[config.mk]
export PLATFORM = sky130hd
export DESIGN_NAME = ctp_timer_pair
export DESIGN_NICKNAME = d
export VERILOG_FILES = /design/src/verilog/ctp_pkg.sv /design/src/verilog/ctp_prescaler.sv /design/src/verilog/ctp_count16.sv /design/src/verilog/ctp_timer_pair.sv
export SDC_FILE = /design/constraint.sdc
export NUM_CORES = 1
export LEC_CHECK = 0
export ABC_AREA = 0
export BUFFER_PORTS_ARGS = -buffer_cell sky130_fd_sc_hd__buf_4
export CORE_AREA = 2 2 102 104
export DETAILED_ROUTE_END_ITERATION = 7
export DIE_AREA = 0 0 104 106
export GPL_TIMING_DRIVEN = 0
export PLACE_DENSITY = 0.84
export SYNTH_ARGS = -nofsm -noshare
export SYNTH_HDL_FRONTEND = slang
export SYNTH_SLANG_ARGS = --single-unit
[constraint.sdc]
create_clock -name clk_i -period 2.53 [get_ports clk_i]
set_input_delay 0.1265 -clock clk_i [delete_from_list [all_inputs] [get_ports clk_i]]
set_output_delay 0.1265 -clock clk_i [all_outputs]
set_load 0.02 [all_outputs]
[src/verilog/ctp_pkg.sv]
package ctp_pkg;
  // data path widths
  localparam int CTP_CNT_W = 16;
  localparam int CTP_PRE_W = 2;
  localparam int CTP_PRIO_W = 3;
  localparam int CTP_DIV_W = 8;
  // reset and limit values
  localparam logic [15:0] CTP_CNT_RST = 16'h0000;
  localparam logic [15:0] CTP_CNT_MAX = 16'hffff;
  localparam logic [2:0] CTP_PRIO_RST = 3'h0;
  localparam logic [7:0] CTP_DIV_RST = 8'h00;
  localparam logic [7:0] CTP_DIV_ONE = 8'h01;
  // prescale ratios for each prescale_select code
  localparam logic [7:0] CTP_RATIO0 = 8'h01;
  localparam logic [7:0] CTP_RATIO1 = 8'h04;
  localparam logic [7:0] CTP_RATIO2 = 8'h10;
  localparam logic [7:0] CTP_RATIO3 = 8'h40;
  // pair numbers with special trigger duties
  localparam int CTP_PAIR_FIRST = 0;
  localparam int CTP_PAIR_SECOND = 1;

  // pair configuration
  typedef enum logic {
    CTP_SPLIT = 1'b0,
    CTP_CASCADE = 1'b1
  } ctp_mode_type;

  // count equals period
  function automatic logic ctp_hit(input logic [15:0] cnt, input logic [15:0] per);
    ctp_hit = (cnt == per);
  endfunction
endpackage

[src/verilog/ctp_prescaler.sv]
`timescale 1ns/1ns
module ctp_prescaler
  import ctp_pkg::*;
#(
  parameter logic [7:0] RATIO0 = CTP_RATIO0,
  parameter logic [7:0] RATIO1 = CTP_RATIO1,
  parameter logic [7:0] RATIO2 = CTP_RATIO2,
  parameter logic [7:0] RATIO3 = CTP_RATIO3
) (
  // clock and reset
  input wire logic clk_i,
  input wire logic sys_rst_i,
  // configuration
  input wire logic run_i,
  input wire logic [1:0] prescale_select_i,
  input wire logic clock_source_select_i,
  input wire logic gate_enable_i,
  // pins
  input wire logic ext_clk_i,
  input wire logic gate_i,
  // events
  output logic tick_o,
  output logic gate_fall_o
);
  logic ext_d_r;
  logic gate_d_r;
  logic [7:0] div_cnt_r;
  logic [7:0] ratio;
  logic src_evt;

  // ratio decode
  always_comb begin
    case (prescale_select_i)
      2'h0: ratio = RATIO0;
      2'h1: ratio = RATIO1;
      2'h2: ratio = RATIO2;
      default: ratio = RATIO3;
    endcase
  end

  // source: external rising edge, or internal clock qualified by the gate
  assign src_evt = clock_source_select_i ? (ext_clk_i & ~ext_d_r)
                                         : (~gate_enable_i | gate_i);

  // pin history for edge detection
  always_ff @(posedge clk_i) begin
    if (sys_rst_i) begin
      ext_d_r <= 1'b0;
      gate_d_r <= 1'b0;
    end else begin
      ext_d_r <= ext_clk_i;
      gate_d_r <= gate_i;
    end
  end

  // divider, cleared while stopped so the first tick is a full period
  always_ff @(posedge clk_i) begin
    if (sys_rst_i || !run_i) begin
      div_cnt_r <= CTP_DIV_RST;
      tick_o <= 1'b0;
    end else if (src_evt) begin
      if (div_cnt_r >= ratio - CTP_DIV_ONE) begin
        div_cnt_r <= CTP_DIV_RST;
        tick_o <= 1'b1;
      end else begin
        div_cnt_r <= div_cnt_r + CTP_DIV_ONE;
        tick_o <= 1'b0;
      end
    end else begin
      tick_o <= 1'b0;
    end
  end

  // end of a gated accumulation window
  always_ff @(posedge clk_i) begin
    if (sys_rst_i) begin
      gate_fall_o <= 1'b0;
    end else begin
      gate_fall_o <= run_i & ~clock_source_select_i & gate_enable_i
                     & gate_d_r & ~gate_i;
    end
  end
endmodule

[src/verilog/ctp_count16.sv]
`timescale 1ns/1ns
module ctp_count16
  import ctp_pkg::*;
(
  // clock and reset
  input wire logic clk_i,
  input wire logic sys_rst_i,
  // controls
  input wire logic inc_i,
  input wire logic clr_i,
  input wire logic wr_i,
  input wire logic [15:0] wdata_i,
  // state
  output logic [15:0] count_o
);
  // software write first, then wrap, then advance
  always_ff @(posedge clk_i) begin
    if (sys_rst_i) begin
      count_o <= CTP_CNT_RST;
    end else if (wr_i) begin
      count_o <= wdata_i;
    end else if (clr_i) begin
      count_o <= CTP_CNT_RST;
    end else if (inc_i) begin
      count_o <= count_o + 16'h0001;
    end
  end
endmodule

[src/verilog/ctp_timer_pair.sv]
`timescale 1ns/1ns
// How it works
// - pair runs as two 16-bit timers, one 32-bit timer or 32-bit counter
// - split halves each offer every 16-bit mode except asynchronous counting
// - in 32-bit mode even half is low word, odd half high word
// - in 32-bit mode odd control bits are ignored; even control governs
// - 32-bit mode uses even clock and gate, raises odd interrupt flag
// - 32-bit period is odd period high word, even period low word
// - count pair always holds odd count high, even count low
// - cascade_select set gives 32-bit pair, cleared gives two 16-bit timers
// - two-bit prescale_select sets ratio; even field serves 32-bit pair
// - clock_source_select and gate_enable choose clock and gated accumulation
// - 32-bit mode interrupts when 32-bit count matches 32-bit period
// - each interrupt has enable and 3-bit priority; odd ones govern pair
// - timers keep running in processor idle and sleep states
// - only first pair supplies time base to capture and compare units
// - first pair triggers converter one, second pair triggers converter two
// - only timers two and three drive DMA requests
// - every 16-bit timer works as synchronous timer or synchronous counter
module ctp_timer_pair
  import ctp_pkg::*;
#(
  parameter int PAIR_INDEX = 0
) (
  // clock and reset
  input wire logic clk_i,
  input wire logic sys_rst_i,
  // even timer control
  input wire logic even_timer_on_i,
  input wire logic even_cascade_select_i,
  input wire logic [1:0] even_prescale_select_i,
  input wire logic even_clock_source_select_i,
  input wire logic even_gate_enable_i,
  // odd timer control
  input wire logic odd_timer_on_i,
  input wire logic [1:0] odd_prescale_select_i,
  input wire logic odd_clock_source_select_i,
  input wire logic odd_gate_enable_i,
  // period values
  input wire logic [15:0] even_period_value_i,
  input wire logic [15:0] odd_period_value_i,
  // count writes
  input wire logic even_count_wr_i,
  input wire logic odd_count_wr_i,
  input wire logic [15:0] count_wdata_i,
  // interrupt control
  input wire logic even_timer_irq_enable_i,
  input wire logic [2:0] even_timer_irq_priority_i,
  input wire logic odd_timer_irq_enable_i,
  input wire logic [2:0] odd_timer_irq_priority_i,
  input wire logic even_irq_flag_clr_i,
  input wire logic odd_irq_flag_clr_i,
  // pins
  input wire logic even_ext_clk_i,
  input wire logic even_gate_i,
  input wire logic odd_ext_clk_i,
  input wire logic odd_gate_i,
  // count values
  output logic [15:0] even_count_value_o,
  output logic [15:0] odd_count_value_o,
  // interrupts
  output logic even_irq_flag_o,
  output logic odd_irq_flag_o,
  output logic even_irq_req_o,
  output logic odd_irq_req_o,
  output logic [2:0] even_irq_priority_o,
  output logic [2:0] odd_irq_priority_o,
  // triggers
  output logic adc1_trigger_o,
  output logic adc2_trigger_o,
  output logic even_dma_req_o,
  output logic odd_dma_req_o,
  // capture and compare time base
  output logic [15:0] even_time_base_o,
  output logic [15:0] odd_time_base_o,
  output logic even_time_base_tick_o,
  output logic odd_time_base_tick_o
);
  localparam bit IS_FIRST = (PAIR_INDEX == CTP_PAIR_FIRST);
  localparam bit IS_SECOND = (PAIR_INDEX == CTP_PAIR_SECOND);

  // configuration seen by each half
  ctp_mode_type mode;
  logic casc;
  logic [1:0] run;
  logic [1:0] pre_sel [2];
  logic [1:0] css;
  logic [1:0] gate_en;
  logic [1:0] ext_clk;
  logic [1:0] gate_pin;

  // prescaler events and counter controls
  logic [1:0] tick;
  logic [1:0] gate_fall;
  logic [1:0] inc;
  logic [1:0] clr;
  logic [1:0] wr;

  // counts, periods and matches
  logic [15:0] cnt [2];
  logic [15:0] per [2];
  logic [1:0] hit16;
  logic hit32;
  logic wrap32;
  logic [1:0] wrap16;
  logic low_full;

  // flags, trigger registers and advance pulses
  logic [1:0] flag_set;
  logic [1:0] flag_clr;
  logic [1:0] flag_r;
  logic [1:0] irq_en;
  logic pair_evt;
  logic adc1_r;
  logic adc2_r;
  logic [1:0] dma_r;
  logic [1:0] adv;

  // configuration selected by the cascade bit
  assign mode = ctp_mode_type'(even_cascade_select_i);
  assign casc = (mode == CTP_CASCADE);

  // odd control bits read as zero while the pair runs cascaded
  function automatic logic ctp_odd_ctl(input logic cascaded, input logic value);
    ctp_odd_ctl = cascaded ? 1'b0 : value;
  endfunction

  // run controls, odd ones masked entirely while cascaded
  assign run[0] = even_timer_on_i;
  assign run[1] = ctp_odd_ctl(casc, odd_timer_on_i);

  // prescaler and clock source selects
  assign pre_sel[0] = even_prescale_select_i;
  assign pre_sel[1] = {ctp_odd_ctl(casc, odd_prescale_select_i[1]),
                       ctp_odd_ctl(casc, odd_prescale_select_i[0])};
  assign css[0] = even_clock_source_select_i;
  assign css[1] = ctp_odd_ctl(casc, odd_clock_source_select_i);

  // gate controls and pin inputs
  assign gate_en[0] = even_gate_enable_i;
  assign gate_en[1] = ctp_odd_ctl(casc, odd_gate_enable_i);
  assign ext_clk[0] = even_ext_clk_i;
  assign ext_clk[1] = ctp_odd_ctl(casc, odd_ext_clk_i);
  assign gate_pin[0] = even_gate_i;
  assign gate_pin[1] = ctp_odd_ctl(casc, odd_gate_i);

  // period values and count writes
  assign per[0] = even_period_value_i;
  assign per[1] = odd_period_value_i;
  assign wr[0] = even_count_wr_i;
  assign wr[1] = odd_count_wr_i;

  // interrupt enables
  assign irq_en[0] = even_timer_irq_enable_i;
  assign irq_en[1] = odd_timer_irq_enable_i;

  // one prescaler per half; each half alone has all synchronous modes
  genvar gi;
  generate
    for (gi = 0; gi < 2; gi++) begin : g_half
      ctp_prescaler u_pre (
        .clk_i(clk_i),
        .sys_rst_i(sys_rst_i),
        .run_i(run[gi]),
        .prescale_select_i(pre_sel[gi]),
        .clock_source_select_i(css[gi]),
        .gate_enable_i(gate_en[gi]),
        .ext_clk_i(ext_clk[gi]),
        .gate_i(gate_pin[gi]),
        .tick_o(tick[gi]),
        .gate_fall_o(gate_fall[gi])
      );

      ctp_count16 u_cnt (
        .clk_i(clk_i),
        .sys_rst_i(sys_rst_i),
        .inc_i(inc[gi]),
        .clr_i(clr[gi]),
        .wr_i(wr[gi]),
        .wdata_i(count_wdata_i),
        .count_o(cnt[gi])
      );

      // match and wrap of this half alone
      assign hit16[gi] = ctp_hit(cnt[gi], per[gi]);
      assign wrap16[gi] = tick[gi] & hit16[gi];
    end
  endgenerate

  // 32-bit compare: odd words high, even words low
  assign hit32 = ctp_hit(cnt[1], per[1]) & ctp_hit(cnt[0], per[0]);
  assign wrap32 = tick[0] & hit32;
  assign low_full = (cnt[0] == CTP_CNT_MAX);

  // advance and wrap controls of each half
  always_comb begin
    if (casc) begin
      inc[0] = tick[0];
      clr[0] = wrap32;
      inc[1] = tick[0] & low_full;
      clr[1] = wrap32;
    end else begin
      inc[0] = tick[0];
      clr[0] = wrap16[0];
      inc[1] = tick[1];
      clr[1] = wrap16[1];
    end
  end

  // flag sources: period match or end of a gate window
  always_comb begin
    if (casc) begin
      flag_set[0] = 1'b0;
      flag_set[1] = wrap32 | gate_fall[0];
      pair_evt = wrap32;
    end else begin
      flag_set[0] = wrap16[0] | gate_fall[0];
      flag_set[1] = wrap16[1] | gate_fall[1];
      pair_evt = wrap16[1];
    end
  end

  // flag clears and advance pulses
  assign flag_clr[0] = even_irq_flag_clr_i;
  assign flag_clr[1] = odd_irq_flag_clr_i;
  assign adv[0] = inc[0] | clr[0];
  assign adv[1] = inc[1] | clr[1];

  // sticky flags, a new event wins over a clear in the same cycle
  always_ff @(posedge clk_i) begin
    if (sys_rst_i) begin
      flag_r <= 2'h0;
    end else begin
      flag_r <= flag_set | (flag_r & ~flag_clr);
    end
  end

  // interrupt requests and priorities
  always_ff @(posedge clk_i) begin
    if (sys_rst_i) begin
      even_irq_req_o <= 1'b0;
      odd_irq_req_o <= 1'b0;
      even_irq_priority_o <= CTP_PRIO_RST;
      odd_irq_priority_o <= CTP_PRIO_RST;
    end else begin
      even_irq_req_o <= flag_r[0] & irq_en[0] & ~casc;
      odd_irq_req_o <= flag_r[1] & irq_en[1];
      even_irq_priority_o <= even_timer_irq_priority_i;
      odd_irq_priority_o <= odd_timer_irq_priority_i;
    end
  end

  // flags and counts straight from their registers
  assign even_irq_flag_o = flag_r[0];
  assign odd_irq_flag_o = flag_r[1];
  assign even_count_value_o = cnt[0];
  assign odd_count_value_o = cnt[1];

  // converter triggers, one converter per designated pair
  always_ff @(posedge clk_i) begin
    if (sys_rst_i) begin
      adc1_r <= 1'b0;
      adc2_r <= 1'b0;
    end else begin
      adc1_r <= IS_FIRST & pair_evt;
      adc2_r <= IS_SECOND & pair_evt;
    end
  end

  // trigger outputs
  assign adc1_trigger_o = adc1_r;
  assign adc2_trigger_o = adc2_r;

  // dma requests exist only on the first pair
  always_ff @(posedge clk_i) begin
    if (sys_rst_i) begin
      dma_r <= 2'h0;
    end else begin
      dma_r <= IS_FIRST ? flag_set : 2'h0;
    end
  end

  // dma outputs
  assign even_dma_req_o = dma_r[0];
  assign odd_dma_req_o = dma_r[1];

  // time base copies for capture and compare units
  always_ff @(posedge clk_i) begin
    if (sys_rst_i || !IS_FIRST) begin
      even_time_base_o <= CTP_CNT_RST;
      odd_time_base_o <= CTP_CNT_RST;
      even_time_base_tick_o <= 1'b0;
      odd_time_base_tick_o <= 1'b0;
    end else begin
      even_time_base_o <= cnt[0];
      odd_time_base_o <= cnt[1];
      even_time_base_tick_o <= adv[0];
      odd_time_base_tick_o <= adv[1];
    end
  end
endmodule

==> results.sh, run 1 <==
export IMPL_vias=4810
export IMPL_place_gp_congestion=0.895
export IMPL_crit_arrival_ps=2730
export IMPL_clock_sinks=103
export IMPL_portBuffers=153
export IMPL_post_drt_wl_per_cell_um=15.9
export IMPL_detail_route_vias_per_cell=5.51
export IMPL_drtPass1Iterations=7
export IMPL_finClkSkew_ps=17.2
export IMPL_die_h_um=106
export IMPL_start_util=0.496
export IMPL_place_area_um2=6280
export IMPL_dp_hpwl_mm=10.5
export IMPL_period_minus_slack_ps=2440
export IMPL_htreeDepth=3
export IMPL_hold_violations=1
export IMPL_p_leak_uw=0.00291
export IMPL_antenna_found_initial=0
export IMPL_grt_max_degree=17
export IMPL_path_buf_inv=1
export IMPL_ys_types=53
export IMPL_drv_slew=0
export IMPL_powerDensity_nw_per_um2=511
export IMPL_die_w_um=104
export IMPL_ys_ff_latch=103
export IMPL_status="finished with violations"
export IMPL_ios=157
export IMPL_max_slew_margin=0.593
export IMPL_drt_drc_violations_left=0
export IMPL_drt_iter0_drc=275
export IMPL_n_antenna_cell=0
export IMPL_core_um2=10000
export IMPL_areaGrowthSynthToFinish_pct=33.3
export IMPL_cts_buffer_depth=2
export IMPL_path_max_fanout=9
export IMPL_cp_slowest_cell="nor4_4"
export IMPL_path_clk_slew_ps=100
export IMPL_synth_edf_count=0
export IMPL_clock_latency_ps=360
export IMPL_peakVddDrop_mv=0.298
export IMPL_tritoncts="done"
export IMPL_die_area_um2=11000
export IMPL_violations="negative hold slack"
export IMPL_grt_pass1_wl_mm=21.3
export IMPL_ys_flop_type="dfxtp_1"
export IMPL_setup_violations=0
export IMPL_ys_seq_area_frac=0.416
export IMPL_drv_cap=0
export IMPL_rsz0062_at_grt="false"
export IMPL_worst_setup_path_start_kind="register"
export IMPL_finalWirelength_mm=13.9
export IMPL_cts_buffers_inserted=9
export IMPL_drive_above_1_share=0.261
export IMPL_fin_area_um2=6610
export IMPL_avgSynthCellArea_um2=8.89
export IMPL_path_cells="buf_2 > xnor2_1 > nand4_1 > nor4_4 > nand4_4 > nand3_4 > or4b_1 > a31oi_1"
export IMPL_layout_nets=826
export IMPL_gr_total_overflow=0
export IMPL_endpoint_kind="register"
export IMPL_syn_cell_area_um2=4960
export IMPL_hold_class="in2reg"
export IMPL_cts_root_buffer="clkbuf_8"
export IMPL_crit_type="reg2reg"
export IMPL_fp_row_count=37
export IMPL_period_share=0.963
export IMPL_cp_top_family="simple AND/OR/NAND/NOR gates"
export IMPL_syn_num_nets=652
export IMPL_worstMarginPinSlew_ps=610
export IMPL_antenna_left=0
export IMPL_track_usage=0.238
export IMPL_setup_tns_final_ps=0
export IMPL_postSynthCellCount=558
export IMPL_yosys_warnings=0
export IMPL_max_stage_delay_ps=480
export IMPL_max_freq_mhz=411
export IMPL_synth_async_reset_ratio=0
export IMPL_cp_required_ps=2830
export IMPL_grt_pass1_vias=4506
export IMPL_hold_slack_ps=-5.12
[cells by family after synthesis]
| kind of cell | Yosys count | synth area share |
|---|---|---|
| other cells | 1 | 0.000756 |
| buf+inv | 42 | 0.0368 |
| mux | 1 | 0.00202 |
| flops | 103 | 0.416 |
| compound gates | 83 | 0.112 |
| simple gates | 241 | 0.263 |
| fa+ha+maj | 17 | 0.0429 |
| xor+xnor | 70 | 0.127 |
[worst paths after layout]
| kind | end | startpoint | slack [ps] | cells after the start |
|---|---|---|---|---|
| worst max-delay path | g_half[1].u_cnt.count_o[15] | g_half[1].u_cnt.count_o[7] | 90 | 8 |
| worst min-delay path | odd_irq_priority_o[1] | odd_timer_irq_priority_i[1] | -5 | 2 |
| worst max register to register | g_half[1].u_cnt.count_o[15] | g_half[1].u_cnt.count_o[7] | 90 | 8 |
| worst min register to register | g_half[0].u_pre.gate_fall_o | g_half[0].u_pre.gate_d_r | 450 | 2 |
[sequential cells by signal, indices dropped and copies added, names as in the netlist]
register and cells:
g_half.u_cnt.count_o 32, even_time_base_tick_o 1, odd_time_base_tick_o 1, g_half.u_pre.tick_o 2
even_irq_req_o 1, g_half.u_pre.gate_d_r 2, g_half.u_pre.gate_fall_o 2, g_half.u_pre.div_cnt_r 16
odd_irq_priority_o 3, even_irq_priority_o 3, odd_irq_req_o 1, flag_r 2
even_time_base_o 16, odd_time_base_o 16, dma_r 2, adc1_trigger_o 1
g_half.u_pre.ext_d_r 2
[worst reg2reg max path: stages (launching register included)]
cell     delay, ps
dfxtp_1        370
buf_2          210
xnor2_1        130
nand4_1        150
nor4_4         480
nand4_4        210
nand3_4        210
or4b_1         460
a31oi_1        160
[cells in the mapped netlist (10+ instances only)]
cell / n / area (µm²)
a211oi_1: 10 / 75.1
nand4_1: 14 / 87.6
a21oi_1: 32 / 160
and3_1: 11 / 68.8
nor2b_1: 42 / 263
nor2_1: 42 / 158
ha_1: 17 / 213
nor3_1: 37 / 185
nand3_1: 25 / 125
a21o_1: 16 / 120
inv_1: 17 / 63.8
nand2_1: 36 / 135
clkbuf_1: 16 / 60.1
xor2_1: 28 / 245
dfxtp_1: 103 / 2060
xnor2_1: 40 / 350
[layer usage]
layer | track usage | wire length (µm)
met4 | 0.0878 | 301
met5 | 0 | 0
met3 | 0.0466 | 1120
met1 | 0.282 | 5530
met2 | 0.427 | 6960
[report_power, final]
| part | internal, µW | switching (µW) | leakage, µW |
|---|---|---|---|
| sequential | 1680 | 67.7 | 0.000842 |
| combinational | 287 | 306 | 0.00198 |
| clock | 460 | 573 | 0.0000895 |
[layout by cell type (no fill, tap or decap), drive strengths merged, types with 2 or more instances in the layout]
cell / count
nand2: 36
or3: 5
nand2b: 7
a21o: 16
nor4: 2
o21a: 2
o211ai: 3
a211oi: 10
nor3: 37
o221ai: 2
xor2: 28
a21oi: 32
nor2: 43
clkinv: 2
nand3: 26
clkinvlp: 2
inv: 17
ha: 17
nand3b: 3
buf: 165
xnor2: 42
o21ai: 5
and3: 11
o2111ai: 2
dfxtp: 103
dlygate4sd3: 8
a32oi: 2
clkbuf: 26
nand4: 17
a2111oi: 2
and4: 3
a31oi: 2
and2: 4
nor2b: 42
[stage by stage]
step	setup slack, ps	hold slack [ps]	std cells	power, µW	utilization
floorplan	242	248	558	2090	-
global placement	-85.5	337	847	2340	0.628
detailed placement	-102	345	847	2360	0.628
CTS	2.12	2.05	873	3370	0.657
global route	7.05	2.95	873	3490	0.661
finish	94.2	-5.12	873	3370	0.661
[final cells by class]
cell class	count	area (µm²)
Buffer	23	114
Clock buffer	11	131
Clock inverter	5	58.8
Fill cell	838	3390
Inverter	17	63.8
Multi-Input combinational cell	413	2750
Sequential cell	103	2060
Tap cell	136	170
Timing Repair Buffer	165	1260
[what timing repair did]
item                                    CTS  global route
endpoints found under the setup margin   19            22
endpoints found under the hold margin     8             0
gates resized for setup                   2             4
hold buffers                              8             0
pin swaps                                 1             2
buffers inserted                          2             2
Power figures use the tool's default switching activity.
==> inputs of run 2 (changes only) <==
- CORE_AREA: 2 2 102 104 -> 2 2 100 102
- CTS_BUF_LIST: not set -> sky130_fd_sc_hd__clkbuf_8
- DIE_AREA: 0 0 104 106 -> 0 0 102 104
- PLACE_DENSITY: 0.84 -> 0.86
- SETUP_SLACK_MARGIN: not set -> 0.05
- SKIP_LAST_GASP: not set -> 1
==> run 2 against run 1 <==
The flow still finishes with violations (negative hold slack). Sequential cell count is the same. Die area shrank 3.8%. Maximum frequency grew 2.2%. Design area is 0.66% higher. Clock power up 9%. Sequential power barely moved. Clock skew decreased by 5.4 ps. Power grew 2.9%. Hold slack about the same. Count of clock-buffer cells in the layout fell by 2. Via count down 0.62%. Routed wire length decreased by 0.28%.
==> results.sh, run 2 (synthesis results as in run 1) <==
export IMPL_htreeDepth=3
export IMPL_crit_type="reg2reg"
export IMPL_drive_above_1_share=0.272
export IMPL_post_drt_wl_per_cell_um=16.0
export IMPL_place_gp_congestion=0.902
export IMPL_p_leak_uw=0.00293
export IMPL_hold_slack_ps=-4.91
export IMPL_path_clk_slew_ps=100
export IMPL_violations="negative hold slack"
export IMPL_path_max_fanout=9
export IMPL_peakVddDrop_mv=0.327
export IMPL_hold_violations=1
export IMPL_drv_slew=0
export IMPL_num_fill_cells=744
export IMPL_tritoncts="done"
export IMPL_drt_drc_violations_left=0
export IMPL_gr_total_overflow=0
export IMPL_r2r_start="g_half[1].u_cnt.count_o[13]"
export IMPL_fp_row_count=36
export IMPL_finalWirelength_mm=13.9
export IMPL_r2r_slack_ps=150
export IMPL_die_h_um=104
export IMPL_die_w_um=102
export IMPL_cp_required_ps=2810
export IMPL_grt_max_degree=18
export IMPL_rsz0062_at_grt="true"
export IMPL_drt_iter0_drc=288
export IMPL_min_delay_start="odd_timer_irq_priority_i[1]"
export IMPL_grt_pass1_wl_mm=21.7
export IMPL_worstMarginPinSlew_ps=630
export IMPL_drtPass1Iterations=5
export IMPL_finClkSkew_ps=11.8
export IMPL_cts_buffers_inserted=9
export IMPL_endpoint_kind="register"
export IMPL_clock_latency_ps=360
export IMPL_setup_tns_final_ps=0
export IMPL_grt_pass1_vias=4456
export IMPL_hold_class="in2reg"
export IMPL_powerDensity_nw_per_um2=522
export IMPL_detail_route_vias_per_cell=5.50
export IMPL_layout_nets=825
export IMPL_vias=4780
export IMPL_core_um2=9550
export IMPL_ios=157
export IMPL_status="finished with violations"
export IMPL_finalWorstSetupSlack_ps=146
export IMPL_drv_cap=0
export IMPL_portBuffers=153
export IMPL_antenna_found_initial=0
export IMPL_cts_buffer_depth=2
export IMPL_setup_violations=0
export IMPL_period_minus_slack_ps=2380
export IMPL_dp_hpwl_mm=10.4
export IMPL_ff2ff_path_depth=7
export IMPL_areaGrowthSynthToFinish_pct=34.2
export IMPL_whs_path_depth=2
export IMPL_track_usage=0.254
export IMPL_largest_register_ffs=32
export IMPL_crit_arrival_ps=2670
export IMPL_pre_cts_ws_ps=-99.0
export IMPL_top_register="g_half.u_cnt.count_o"
export IMPL_clock_sinks=103
export IMPL_n_antenna_cell=0
export IMPL_r2r_end="g_half[1].u_cnt.count_o[15]"
export IMPL_start_util=0.519
export IMPL_die_area_um2=10600
export IMPL_worst_setup_path_start_kind="register"
export IMPL_period_share=0.942
export IMPL_max_slew_margin=0.580
export IMPL_cts_root_buffer="clkbuf_8"
export IMPL_mostFrequentLayoutCell="buf_4"
export IMPL_max_freq_mhz=420
export IMPL_hold_path_endpoint="odd_irq_priority_o[1]"
export IMPL_antenna_left=0
export IMPL_final_cell_mix="156 x buf_4, 98 x dfxtp_1, 42 x nor2_1, 42 x nor2b_1, 40 x xnor2_1"
==> run 2: worst max-delay path by stage <==
stage / start / to / slack (ps) / depth (start not counted)
4_1_cts: g_half[0].u_cnt.count_o[2] / g_half[1].u_cnt.count_o[15] / 50 / 8
5_1_grt: g_half[0].u_cnt.count_o[2] / g_half[1].u_cnt.count_o[15] / -20 / 8
3_3_place_gp: g_half[1].u_cnt.count_o[13] / g_half[1].u_cnt.count_o[15] / -90 / 7
6_report: g_half[1].u_cnt.count_o[13] / g_half[1].u_cnt.count_o[15] / 150 / 7
2_1_floorplan: g_half[0].u_cnt.count_o[2] / g_half[1].u_cnt.count_o[15] / 240 / 8
3_5_place_dp: g_half[1].u_cnt.count_o[8] / g_half[1].u_cnt.count_o[15] / -100 / 7
==> run 2: timing repair <==
item / 4_1_cts / 5_1_grt
hold buffers: 9 / 0
pin swaps: 2 / 1
buffers inserted: 2 / 0
endpoints found under the hold margin: 9 / 0
endpoints found under the setup margin: 22 / 35
gates resized for setup: 5 / 11
==> run 2: through the flow <==
| stage | cell area [µm²] | cells | power (µW) | util |
|---|---|---|---|---|
| after detailed placement | 6270 | 844 | 2360 | 0.657 |
| after global routing | 6650 | 869 | 3590 | 0.697 |
| after global placement | 6270 | 844 | 2340 | 0.657 |
| final | 6650 | 869 | 3470 | 0.697 |
| after CTS | 6610 | 870 | 3470 | 0.692 |
| after floorplan | 4960 | 558 | 2090 | - |
==> run 2: cell type report <==
class	instances	area, µm²	area share
clock inverters	7	95.1	0.0143
multi-input cells	413	2770	0.416
plain buffers	23	114	0.0171
flip-flops and latches	103	2070	0.311
well taps	133	166	0.0250
clock buffers	9	124	0.0186
repair buffers	164	1250	0.188
inverters	17	63.8	0.00959
==> run 2: critical path, cell delays in order (launching register included) <==
cell and delay, ps:
dfxtp_1 480, xnor2_1 150, nand4_1 200, nor4_4 500
nand4_4 170, nand3_4 190, or4b_1 440, a31oi_1 160
==> run 2: layer usage <==
metal,vias to the layer above,track usage,share of wire
li1,2279,-,-
met1,2213,0.317,0.39
met2,239,0.440,0.50
met3,49,0.0296,0.075
met4,0,0.100,0.036
met5,-,0,0
==> run 2: power breakdown <==
group	internal [µW]	total (µW)	switching (µW)
clock	559	1120	561
sequential	1680	1750	67.6
combinational	290	602	312
